<file path="src/pkg/bmc_regs.svh">
/*
 Register map, field ranges, reset values and timing counts of the motor configuration bank.
 Assumes a 20 MHz system clock and an APB word-addressed register window.
*/
`ifndef BMC_REGS_SVH
`define BMC_REGS_SVH

// register indices; byte address is four times the index
`define BMC_CFG2_IDX        10'h091
`define BMC_CFG3_IDX        10'h092
`define BMC_CFG4_IDX        10'h093

// writable bits; bit 15 of the first and last register is reserved
`define BMC_CFG2_MASK       16'h7fff
`define BMC_CFG3_MASK       16'hffff
`define BMC_CFG4_MASK       16'h7fff
`define BMC_CFG_RESET       16'h0000

// motor constant / advance register
`define BMC_EMF_SHIFT_F     14:12
`define BMC_EMF_SIG_F       11:8
`define BMC_ADV_MODE_B      7
`define BMC_ADV_SHIFT_F     6:4
`define BMC_ADV_VALUE_F     3:0

// speed detect / brake register
`define BMC_STAT_THR_F      15:14
`define BMC_BRK_LVL_B       13
`define BMC_HYST_B          12
`define BMC_DETECT_EN_B     11
`define BMC_REV_EN_B        10
`define BMC_REV_THR_F       9:8
`define BMC_OL_CUR_F        7:6
`define BMC_OL_RAMP_F       5:3
`define BMC_BRK_TIME_F      2:0

// start-up acceleration register
`define BMC_ACC_RANGE_B     14
`define BMC_ACC2_F          13:11
`define BMC_ACC1_F          10:8
`define BMC_HO_F            7:3
`define BMC_HO_TOP_B        7
`define BMC_HO_N_F          6:3
`define BMC_ALIGN_F         2:0

// handover threshold in 0.1 Hz units: 0.8 Hz steps or 12.8 Hz steps
`define BMC_HO_LO_SHIFT     3
`define BMC_HO_HI_SHIFT     7

// timing
`define BMC_CLK_HZ          20000000
`define BMC_STAT_WIN_MS     80
`define BMC_CNT_W           24

`endif

</file>
<file path="src/pkg/bmc_pkg.sv">
/*
 Types of the motor configuration bank.
 Assumes the register header is reachable by bare name.
*/
`include "bmc_regs.svh"

package bmc_pkg;
   typedef struct packed {
      logic [15:0]            cfg2;
      logic [15:0]            cfg3;
      logic [15:0]            cfg4;
      logic [31:0]            rdata;
      logic                   slverr;
      logic [`BMC_CNT_W-1:0]  statCount;
      logic                   stationary;
      logic                   detectActive;
      logic                   revActive;
      logic [10:0]            emfConst;
      logic [10:0]            advTime;
      logic [10:0]            effAdvance;
      logic [11:0]            handover;
   } bmc_state_t;
endpackage

</file>
<file path="src/rtl/bmc_config_regs.sv">
/*
 Three configuration registers of a sensorless BLDC driver behind an APB slave, with decoded
 fields and derived values for the motor-control sequencer.
 Assumes sequencer inputs are on clk_sys; the master follows APB ordering.
*/
// Design decision made here: the APB interface to the registers.
`include "bmc_regs.svh"

// Contract
// - the back-EMF constant is the 4-bit significand shifted left by the 3-bit shift count.
// - the advance time is the 4-bit advance value shifted left by the 3-bit advance shift.
// - mode 0 keeps a fixed advance, mode 1 scales it by (supply minus back-EMF) over supply.
// - bit 15 of the constant/advance register reads as zero and software leaves it alone.
// - the stationary field picks a 80, 160, 320 or 640 ms window without zero crossing.
// - the brake level bit selects a 24 mA or 48 mA brake current threshold.
// - the hysteresis bit selects about 10 mV or 20 mV on the back-EMF comparator.
// - initial speed detection runs only while its enable bit is set.
// - reverse drive is applied only while its enable bit is set.
// - the reverse/brake field selects 6.3, 13, 26 or 51 Hz as start speed.
// - one 2-bit field selects both the open-loop current and the align current.
// - the 3-bit ramp field sets the open-loop current ramp-up rate.
// - brake code 000 disables braking, other codes select the brake-done time.
// - the registers sit at indices 0x91 to 0x93 and reset to zero.
// - the range bit picks the fast or slow table for both acceleration fields.
// - the handover threshold is n x 0.8 Hz with top bit 0, (n+1) x 12.8 Hz with top bit 1.
module bmc_config_regs
   import bmc_pkg::*;
#(
   parameter int AW           = 12,
   parameter int STAT_WIN_CYC = `BMC_STAT_WIN_MS * (`BMC_CLK_HZ / 1000)
)
(
   input  wire logic          clk_sys,
   input  wire logic          rst_n,
   input  wire logic          psel,
   input  wire logic          penable,
   input  wire logic          pwrite,
   input  wire logic [AW-1:0] paddr,
   input  wire logic [31:0]   pwdata,
   input  wire logic [3:0]    pstrb,
   output logic      [31:0]   prdata,
   output logic               pready,
   output logic               pslverr,
   input  wire logic          zeroCross,
   input  wire logic          speedDetectRequest,
   input  wire logic          reverseDriveRequest,
   input  wire logic [7:0]    supplyLevel,
   input  wire logic [7:0]    bemfLevel,
   output logic      [10:0]   emfConstant,
   output logic      [10:0]   advanceTime,
   output logic      [10:0]   effectiveAdvance,
   output logic               advanceModeSel,
   output logic      [1:0]    stationaryJudgeThreshold,
   output logic               brakeCurrentLevelSel,
   output logic               comparatorHysteresisSel,
   output logic               speedDetectEnable,
   output logic               reverseDriveEnable,
   output logic      [1:0]    reverseBrakeThreshold,
   output logic      [1:0]    openloopAlignCurrent,
   output logic      [2:0]    openloopCurrentRamp,
   output logic      [2:0]    brakeDoneTime,
   output logic               brakeActiveFlag,
   output logic               accelRangeSelA,
   output logic      [2:0]    startupAccelSecondOrder,
   output logic      [2:0]    startupAccelFirstOrder,
   output logic      [4:0]    loopHandoverThreshold,
   output logic      [11:0]   handoverThresholdDhz,
   output logic      [2:0]    alignDuration,
   output logic               motorStationary,
   output logic               speedDetectActive,
   output logic               reverseDriveActive
);

   bmc_state_t st;
   bmc_state_t next_st;

   logic setupPhase;
   logic accessPhase;
   logic hit2;
   logic hit3;
   logic hit4;
   logic mapped;
   logic [`BMC_CNT_W-1:0] winCycles;

   // merge a write through the byte strobes; only lanes 0 and 1 carry bits
   function automatic logic [15:0] strobeWrite(input logic [15:0] old, input logic [15:0] mask,
                                               input logic [31:0] data, input logic [3:0] strb);
      logic [15:0] res;
      res = old;
      if (strb[0])
      begin
         res[7:0] = data[7:0] & mask[7:0];
      end
      if (strb[1])
      begin
         res[15:8] = data[15:8] & mask[15:8];
      end
      return res;
   endfunction

   assign setupPhase  = psel & ~penable;
   assign accessPhase = psel & penable;
   // low two address bits must be zero: a misaligned access counts as unmapped
   assign hit2   = paddr == AW'({`BMC_CFG2_IDX, 2'h0});
   assign hit3   = paddr == AW'({`BMC_CFG3_IDX, 2'h0});
   assign hit4   = paddr == AW'({`BMC_CFG4_IDX, 2'h0});
   assign mapped = hit2 | hit3 | hit4;

   // window doubles with each code step, so one base count serves all four
   assign winCycles = `BMC_CNT_W'(STAT_WIN_CYC) << st.cfg3[`BMC_STAT_THR_F];

   always_comb
   begin
      logic [18:0] prod;
      logic [7:0]  margin;
      prod   = '0;
      margin = supplyLevel - bemfLevel;
      next_st = st;

      // read data is captured in the setup cycle and shown in the access cycle
      if (setupPhase)
      begin
         next_st.slverr = ~mapped;
         next_st.rdata  = 32'h0;
         if (hit2)
         begin
            next_st.rdata = {16'h0, st.cfg2 & `BMC_CFG2_MASK};
         end
         else if (hit3)
         begin
            next_st.rdata = {16'h0, st.cfg3};
         end
         else if (hit4)
         begin
            next_st.rdata = {16'h0, st.cfg4 & `BMC_CFG4_MASK};
         end
      end

      // fields change only on an accepted write and hold otherwise
      if (accessPhase && pwrite && mapped)
      begin
         if (hit2)
         begin
            next_st.cfg2 = strobeWrite(st.cfg2, `BMC_CFG2_MASK, pwdata, pstrb);
         end
         if (hit3)
         begin
            next_st.cfg3 = strobeWrite(st.cfg3, `BMC_CFG3_MASK, pwdata, pstrb);
         end
         if (hit4)
         begin
            next_st.cfg4 = strobeWrite(st.cfg4, `BMC_CFG4_MASK, pwdata, pstrb);
         end
      end

      next_st.emfConst = 11'(st.cfg2[`BMC_EMF_SIG_F]) << st.cfg2[`BMC_EMF_SHIFT_F];
      next_st.advTime  = 11'(st.cfg2[`BMC_ADV_VALUE_F]) << st.cfg2[`BMC_ADV_SHIFT_F];

      // combinational divide is cheap enough at 20 MHz and avoids a multi-cycle handshake
      if (!st.cfg2[`BMC_ADV_MODE_B])
      begin
         next_st.effAdvance = st.advTime;
      end
      else if (supplyLevel == 8'h00 || bemfLevel >= supplyLevel)
      begin
         next_st.effAdvance = 11'h000;
      end
      else
      begin
         prod = 19'(st.advTime) * 19'(margin);
         next_st.effAdvance = 11'(prod / 19'(supplyLevel));
      end

      if (st.cfg4[`BMC_HO_TOP_B])
      begin
         next_st.handover = (12'(st.cfg4[`BMC_HO_N_F]) + 12'h001) << `BMC_HO_HI_SHIFT;
      end
      else
      begin
         next_st.handover = 12'(st.cfg4[`BMC_HO_N_F]) << `BMC_HO_LO_SHIFT;
      end

      // stationary judgment: no zero crossing for a whole window while detection is on
      if (!st.cfg3[`BMC_DETECT_EN_B] || zeroCross)
      begin
         next_st.statCount  = '0;
         next_st.stationary = 1'b0;
      end
      else if (st.statCount >= winCycles - `BMC_CNT_W'(1))
      begin
         next_st.stationary = 1'b1;
      end
      else
      begin
         next_st.statCount = st.statCount + `BMC_CNT_W'(1);
      end

      next_st.detectActive = speedDetectRequest & st.cfg3[`BMC_DETECT_EN_B];
      next_st.revActive = reverseDriveRequest & st.cfg3[`BMC_REV_EN_B];
   end

   always_ff @(posedge clk_sys or negedge rst_n)
   begin
      if (!rst_n)
      begin
         st      <= '0;
         st.cfg2 <= `BMC_CFG_RESET;
         st.cfg3 <= `BMC_CFG_RESET;
         st.cfg4 <= `BMC_CFG_RESET;
      end
      else
      begin
         st <= next_st;
      end
   end

   // zero wait state: data was prepared in the setup cycle
   assign pready  = 1'b1;
   assign pslverr = accessPhase & st.slverr;
   assign prdata  = st.rdata;

   assign emfConstant              = st.emfConst;
   assign advanceTime              = st.advTime;
   assign effectiveAdvance         = st.effAdvance;
   assign advanceModeSel           = st.cfg2[`BMC_ADV_MODE_B];
   assign stationaryJudgeThreshold = st.cfg3[`BMC_STAT_THR_F];
   assign brakeCurrentLevelSel     = st.cfg3[`BMC_BRK_LVL_B];
   assign comparatorHysteresisSel  = st.cfg3[`BMC_HYST_B];
   assign speedDetectEnable        = st.cfg3[`BMC_DETECT_EN_B];
   assign reverseDriveEnable       = st.cfg3[`BMC_REV_EN_B];
   assign reverseBrakeThreshold    = st.cfg3[`BMC_REV_THR_F];
   assign openloopAlignCurrent     = st.cfg3[`BMC_OL_CUR_F];
   assign openloopCurrentRamp      = st.cfg3[`BMC_OL_RAMP_F];
   assign brakeDoneTime            = st.cfg3[`BMC_BRK_TIME_F];
   assign brakeActiveFlag          = st.cfg3[`BMC_BRK_TIME_F] != 3'h0;
   assign accelRangeSelA           = st.cfg4[`BMC_ACC_RANGE_B];
   assign startupAccelSecondOrder  = st.cfg4[`BMC_ACC2_F];
   assign startupAccelFirstOrder   = st.cfg4[`BMC_ACC1_F];
   assign loopHandoverThreshold    = st.cfg4[`BMC_HO_F];
   assign handoverThresholdDhz     = st.handover;
   assign alignDuration            = st.cfg4[`BMC_ALIGN_F];
   assign motorStationary          = st.stationary;
   assign speedDetectActive        = st.detectActive;
   assign reverseDriveActive       = st.revActive;

   emf_const_a: assert property (
      @(posedge clk_sys) disable iff (!rst_n)
      (accessPhase && pwrite && hit2 && pstrb[1:0] == 2'h3) |=> ##1
      (emfConstant == (11'($past(pwdata[11:8], 2)) << $past(pwdata[14:12], 2))))
      else $error("back-EMF constant does not follow written fields");

   adv_time_a: assert property (
      @(posedge clk_sys) disable iff (!rst_n)
      (accessPhase && pwrite && hit2 && pstrb[0]) |=> ##1
      (advanceTime == (11'($past(pwdata[3:0], 2)) << $past(pwdata[6:4], 2))))
      else $error("advance time does not follow written fields");

   fixed_advance_a: assert property (
      @(posedge clk_sys) disable iff (!rst_n)
      $past(!advanceModeSel) |-> (effectiveAdvance == $past(advanceTime)))
      else $error("fixed advance mode altered the advance time");

   scaled_advance_a: assert property (
      @(posedge clk_sys) disable iff (!rst_n)
      $past(advanceModeSel && bemfLevel >= supplyLevel) |-> (effectiveAdvance == 11'h000))
      else $error("scaled advance not zero when back-EMF reaches supply");

   reserved_zero_a: assert property (
      @(posedge clk_sys) disable iff (!rst_n)
      (accessPhase && !pwrite && (hit2 || hit4)) |-> (prdata[31:15] == 17'h0))
      else $error("reserved bits do not read as zero");

   stationary_gate_a: assert property (
      @(posedge clk_sys) disable iff (!rst_n)
      $rose(motorStationary) |-> ($past(speedDetectEnable) && $past(!zeroCross)))
      else $error("stationary flagged with detection off or a crossing seen");

   reverse_gate_a: assert property (
      @(posedge clk_sys) disable iff (!rst_n)
      reverseDriveActive |-> $past(reverseDriveEnable && reverseDriveRequest))
      else $error("reverse drive applied while disabled");

   brake_disable_a: assert property (
      @(posedge clk_sys) disable iff (!rst_n)
      (brakeDoneTime == 3'h0) |-> !brakeActiveFlag)
      else $error("braking active with brake code zero");

   unmapped_err_a: assert property (
      @(posedge clk_sys) disable iff (!rst_n)
      (setupPhase && !mapped) |=> (penable |-> pslverr))
      else $error("unmapped access not answered with an error");

   field_hold_a: assert property (
      @(posedge clk_sys) disable iff (!rst_n)
      !(accessPhase && pwrite && hit3) |=> $stable(st.cfg3))
      else $error("speed detect register changed without a write");

   handover_low_a: assert property (
      @(posedge clk_sys) disable iff (!rst_n)
      $past(!st.cfg4[`BMC_HO_TOP_B]) |-> (handoverThresholdDhz == 12'($past(st.cfg4[6:3])) * 12'h008))
      else $error("low-range handover threshold wrong");

   handover_high_a: assert property (
      @(posedge clk_sys) disable iff (!rst_n)
      $past(st.cfg4[`BMC_HO_TOP_B]) |-> (handoverThresholdDhz == (12'($past(st.cfg4[6:3])) + 12'h001) * 12'h080))
      else $error("high-range handover threshold wrong");

   detect_gate_a: assert property (
      @(posedge clk_sys) disable iff (!rst_n)
      speedDetectActive |-> $past(speedDetectEnable && speedDetectRequest))
      else $error("speed detection active while disabled");

   detect_off_a: assert property (
      @(posedge clk_sys) disable iff (!rst_n)
      !speedDetectEnable |=> !motorStationary)
      else $error("stationary flag kept with detection off");

   reverse_off_a: assert property (
      @(posedge clk_sys) disable iff (!rst_n)
      !reverseDriveEnable |=> !reverseDriveActive)
      else $error("reverse drive kept after disable");

   write_lands_a: assert property (
      @(posedge clk_sys) disable iff (!rst_n)
      (accessPhase && pwrite && hit3 && pstrb[1:0] == 2'h3) |=> (st.cfg3 == $past(pwdata[15:0])))
      else $error("full write to speed detect register did not land");

   read_data_a: assert property (
      @(posedge clk_sys) disable iff (!rst_n)
      (accessPhase && !pwrite && hit3) |-> (prdata == {16'h0000, st.cfg3}))
      else $error("speed detect register read back wrong");

   error_source_a: assert property (
      @(posedge clk_sys) disable iff (!rst_n)
      pslverr |-> $past(!mapped))
      else $error("error answered for a mapped address");

   unmapped_hold_a: assert property (
      @(posedge clk_sys) disable iff (!rst_n)
      (accessPhase && pwrite && !mapped) |=> ($stable(st.cfg2) && $stable(st.cfg3) && $stable(st.cfg4)))
      else $error("unmapped write changed a register");

endmodule

</file>
<file path="config.mk">
export PLATFORM = sky130hd
export DESIGN_NAME = bmc_config_regs
export DESIGN_NICKNAME = d
export VERILOG_FILES = /design/src/pkg/bmc_pkg.sv /design/src/rtl/bmc_config_regs.sv
export VERILOG_INCLUDE_DIRS = /design/src /design/src/pkg
export SDC_FILE = /design/constraint.sdc
export NUM_CORES = 1
export LEC_CHECK = 0
export ABC_AREA = 0
export BUFFER_PORTS_ARGS = -buffer_cell sky130_fd_sc_hd__buf_2
export CORE_MARGIN = 5
export CORE_UTILIZATION = 35
export CTS_CLUSTER_SIZE = 30
export DETAILED_ROUTE_END_ITERATION = 8
export PLACE_DENSITY = 0.61
export SYNTH_ARGS = -nofsm -noshare
export SYNTH_HDL_FRONTEND = slang
export SYNTH_SLANG_ARGS = --single-unit
</file>
<file path="constraint.sdc">
create_clock -name clk_sys -period 48.3 [get_ports clk_sys]
set_input_delay 9.66 -clock clk_sys [delete_from_list [all_inputs] [get_ports clk_sys]]
set_output_delay 9.66 -clock clk_sys [all_outputs]
set_load 0.1 [all_outputs]
</file>
# After elaboration in Yosys (flattened, before gate mapping)
# Index checks and enable logic that the tools add are counted.
dict set report op_classes {
  mux 9
  magnitude_cmp 2
  addsub 4
  div_mod_pow 1
  bitwise_logic 9
  reduce_logical 14
  mul 1
  n_eq_ne 4
  shift 3
}
# cell count
set op_table {}
lappend op_table {{$mux 32} 2}
lappend op_table {{$eq 12x10->1 const B} 3}
lappend op_table {{$mux 25} 1}
lappend op_table {{$add 24x1->24 const B} 1}
lappend op_table {{$ge 24x24->1} 1}
lappend op_table {{$mux 24} 1}
lappend op_table {{$shl 21x2->24 const A} 1}
lappend op_table {{$sub 24x1->24 const B} 1}
lappend op_table {{$mux 11} 2}
lappend op_table {{$shl 4x3->11} 2}
lappend op_table {{$div 19x8->19} 1}
lappend op_table {{$mul 11x8->19} 1}
lappend op_table {{$reduce_and 3->1} 6}
lappend op_table {{$mux 15} 1}
lappend op_table {{$mux 12} 1}
lappend op_table {{$ge 8x8->1} 1}
lappend op_table {{$logic_not 8->1} 1}
lappend op_table {{$sub 8x8->8} 1}
lappend op_table {{$add 4x1->5 const B} 1}
lappend op_table {{$and 1x1->1} 5}
lappend op_table {{$reduce_bool 3->1} 1}
lappend op_table {{$logic_and 1x1->1} 2}
lappend op_table {{$logic_or 1x1->1} 2}
lappend op_table {{$ne 2x2->1 const B} 1}
lappend op_table {{5 further kinds} 7}
dict set report totals {
  output_inout_bits 115
  ram_bits 0
  wordCells 63
  reg_bits 151
  rom_bits 0
  n_memories 0
  latch_bits 0
}

# Logic depth before layout (Yosys ltp)
dict set report logic_depth {
  ltp_word 5
  mapped_depth 231
}

# Least setup slack after synthesis
# OpenSTA, ideal clock, no wires.
dict set report synth_timing {
  kind {input port to flip-flop}
  start {input supplyLevel[0]}
  end {register st (netlist bit effectiveAdvance[0])}
  slack_ns -2.010
  t_arrival_ns 50.166
  cell_stages 217
  path_buffers 13
  cell_sequence {inv_1 > ha_1 > inv_1 > fa_1 > nand2_1 > nand2_1 > a21oi_1 > o21bai_1 > a21oi_1 > xnor2_1 > clkbuf_1 > and2_1 > fa_1 > fa_1 > fa_1 > inv_1 > fa_1 > inv_1 > [181 not listed] > and4_1 > buf_2 > buf_6 > nand2_1 > o21ai_1 > ha_1 > a21o_1 > a21oi_1 > nor2b_1 > o21ai_0 > nand2b_1 > a21oi_1 > nor2b_1 > o21ai_0 > nand2_1 > a2111o_1 > a2111oi_4 > a41oi_2}
}
# element line
set synth_lines {}
lappend synth_lines {{start: declaration} bmc_config_regs.sv:47} ;# input wire logic [7:0] supplyLevel,
lappend synth_lines {{end signal: assignment} bmc_config_regs.sv:213} ;# st <= next_st;
lappend synth_lines {{end: declaration} bmc_config_regs.sv:74} ;# bmc_state_t st;

==> summary.txt <==
Critical path
  • Origin of the critical flop-to-flop path: advanceTime[6]$_DFF_PN0_
  • Cell repeated most along the worst path: o21a_1
  • CP max-delay cell: fa_1
  • CP Launch Type: primary input
  • Worst EP arrival: 48.04 ns
  • Worst EP required: 48.58 ns
  • CP Capture Type: flip-flop
  • Crit-path max FO: 6
  • Setup crit start: supplyLevel[0]
  • Max stage delay on crit path: 0.54 ns
  • WS Path Type: in2reg

Min path
  • Hold Path Class: reg2reg
  • Min-delay src: prdata[15]$_DFFE_PN0P_

Die
  • Starting Density: 35.4%
  • Die ar.: 55300 um^2
  • Row cnt: 82
  • Die X: 235 um
  • IO Pins: 187
  • Core Area: 50200 um^2
  • Die Ht: 235 um

STA
  • Setup Skew: 0.0101 ns
  • RSZ-0062 raised after global routing: yes
  • Fin Setup TNS: 0 ns
  • Final setup fails: 0
  • Fmax: 20.9 MHz
  • Minimum clock period: 47.76 ns
  • Worst slew slack as a fraction of its limit: 28.0%
  • Final critical-path share of the clock period: 98.9%
  • Slew @ Worst Pin: 1.08 ns
  • Slew Limit Fails: 0
  • Hold Vio Cnt, Final: 0

Drt
  • WL/cell: 16.7 um
  • Drt total wl: 55200 um
  • First-pass iteration count of the detailed router: 5
  • Drt drc: 0
  • Vias: 17500
  • DR vias/cell: 5.29
  • DRT iter0 DRCs: 924
  • Final ANT Viol Nets: 0

GRT
  • First-pass GRT wire length: 89000 um
  • Grt ovf: 0
  • Initial antenna violation count: 2
  • Number of global-route vias before repair: 17600
  • Total GRT Usage: 18.8%
  • Pin count of the biggest net entering global routing: 83

Clocking
  • CTS tree: built
  • CTS root buffer: clkbuf_16
  • Cts bufs inserted: 17
  • H-Tree Depth: 4
  • Clk buf depth: 2
  • CTS sink cnt: 132
  • Worst skew pair latency: 0.41 ns
  • Clk slew on worst S/H paths: 0.06 ns

Yosys
  • EDFF count, synth: 0
  • Ys flop type: dfrtp_1
  • Cell Area, Synth: 17800 um^2
  • Async S/R FF share, synth: 100%
  • Post-synthesis sequential area ratio: 18.6%
  • Syn avg cell area: 8.28 um^2
  • #FFs+latches synth: 132
  • Yosys cell types: 112
  • Cell count after synthesis: 2146
  • Synthesis warning total: 0

Final layout
  • Fraction of layout cells with a size suffix above 1: 34.9%
  • Fillers: 4747
  • Total Nets Final: 2938
  • Area Overhead vs Synth: 32.3%
  • Core Util, Final: 46.9%
  • Post-Layout Cell Count: 3300
  • Layout Cell Area excl Fill: 23500 um^2
  • Ant diodes: 0

Placement
  • Final GP Congestion: 0.896
  • IO buf count: 148
  • Placed instance area: 21500 um^2
  • Placed wire-length estimate: 43400 um
  • Dpl cells: 3210

Job
  • Max Cap Violations: 0

Outcome
  • Status: complete, no violations
==> synth_stat cells (all sizes together) (38+ instances only) <==
cell	count	area share, %
nor2	168	3.6
nand2	194	4.1
inv	145	3.1
xor2	41	2.0
ha	195	14
mux2	71	4.5
nor3	82	2.5
and2	75	2.6
nand3	42	1.2
a21oi	127	3.7
clkbuf	40	0.85
a21o	38	1.6
o21a	58	2.5
o21ai	86	2.5
xnor2	50	2.5
fa	55	6.2
dfrtp	132	19
buf	123	5.0
==> cells by family after synthesis <==
kind of cell	after synthesis	share of synthesized area (%)
AOI/OAI and AO/OA	509	20.3
other	2	0.0423
adders and majority gates	250	19.9
DFF	132	18.6
muxes	94	5.95
buffers and inverters	309	8.95
and+or+nand+nor	759	21.7
xor gates and xnor gates	91	4.49
==> layout make-up <==
class	instances	area, um^2	area share [%]
Multi-Input combinational cell	1725	14000	59.4
Inverter	146	552	2.35
Clock inverter	13	194	0.825
Timing Repair Buffer	594	4210	17.9
Clock buffer	18	439	1.87
Tap cell	672	841	3.58
Sequential cell	132	3300	14.1
==> worst max-delay path, delay by kind of cell <==
family | cells | cell delay [ns]
xor gates and xnor gates | 2 | 0.36
adders and majority gates | 26 | 7.93
buffers and inverters | 22 | 2.64
muxes | 2 | 0.40
AOI/OAI and AO/OA | 107 | 18.19
and+or+nand+nor | 64 | 8.70
==> layout by cell type, fill, tap and decap left out, types with 12 or more instances in the layout <==
master	instances
nor2_2	12
nor2b_1	28
xor2_1	41
xnor2_1	45
nor2_1	149
conb_1	21
inv_1	142
o21ai_1	27
mux2i_1	15
fa_1	54
mux2_2	68
buf_2	147
ha_4	13
nor3_1	70
o21ai_2	12
and3_1	17
nand3_1	38
nand2_1	184
dfrtp_1	132
nand4_1	30
ha_1	180
nand2b_1	33
a21oi_1	79
o31ai_1	16
a221oi_1	18
o211ai_1	16
buf_4	435
o21a_1	56
and2_1	71
a21oi_2	45
or3_1	20
o21ai_0	45
a21o_1	38
clkbuf_16	20
==> registers in the layout, summed over array words and instances, names as in the netlist, 5 cells and up <==
register,flops
loopHandoverThreshold,5
handoverThresholdDhz,9
emfConstant,11
st,39
prdata,16
advanceTime,11
effectiveAdvance,11
==> path summary, 6_finish.rpt <==
path	slack [ns]	cells after the start	to
worst max register to register	10.77	211	effectiveAdvance[0]$_DFF_PN0_
worst min-delay path	0.47	2	prdata[15]$_DFFE_PN0P_
worst min register to register	0.47	2	prdata[15]$_DFFE_PN0P_
max in group asynchronous	37.72	2	emfConstant[3]$_DFF_PN0_
worst max-delay path	0.54	223	effectiveAdvance[0]$_DFF_PN0_
min in group asynchronous	9.17	1	st[72]$_DFFE_PN0P_
==> through the flow <==
step           setup WS (ns)  hold WS (ns)
3_5_place_dp           -1.23         0.455
3_3_place_gp          -0.704         0.453
6_report               0.543         0.467
5_1_grt                -1.70         0.505
2_1_floorplan       0.000888         0.440
4_1_cts               0.0404         0.469
==> metal layers <==
metal / routed length (um) / share of wire (%) / GRT usage [%]
met3: 2790 / 5.1 / 3.25
met5: 0 / 0 / 0
met2: 26900 / 49 / 32.9
met4: 913 / 1.7 / 3.78
met1: 24500 / 44 / 24.6
==> what timing repair did <==
| item | in CTS | in global routing |
|---|---|---|
| endpoints found under the setup margin | 1 | 2 |
| pin swaps | 16 | 100 |
| buffers inserted | 14 | 41 |
| gates resized for setup | 47 | 149 |
| cloned | 0 | 4 |
| hold buffers | 0 | 0 |
Power is not shown: default switching activity piles up to over one toggle a cycle in this logic, so the estimate is an artifact.
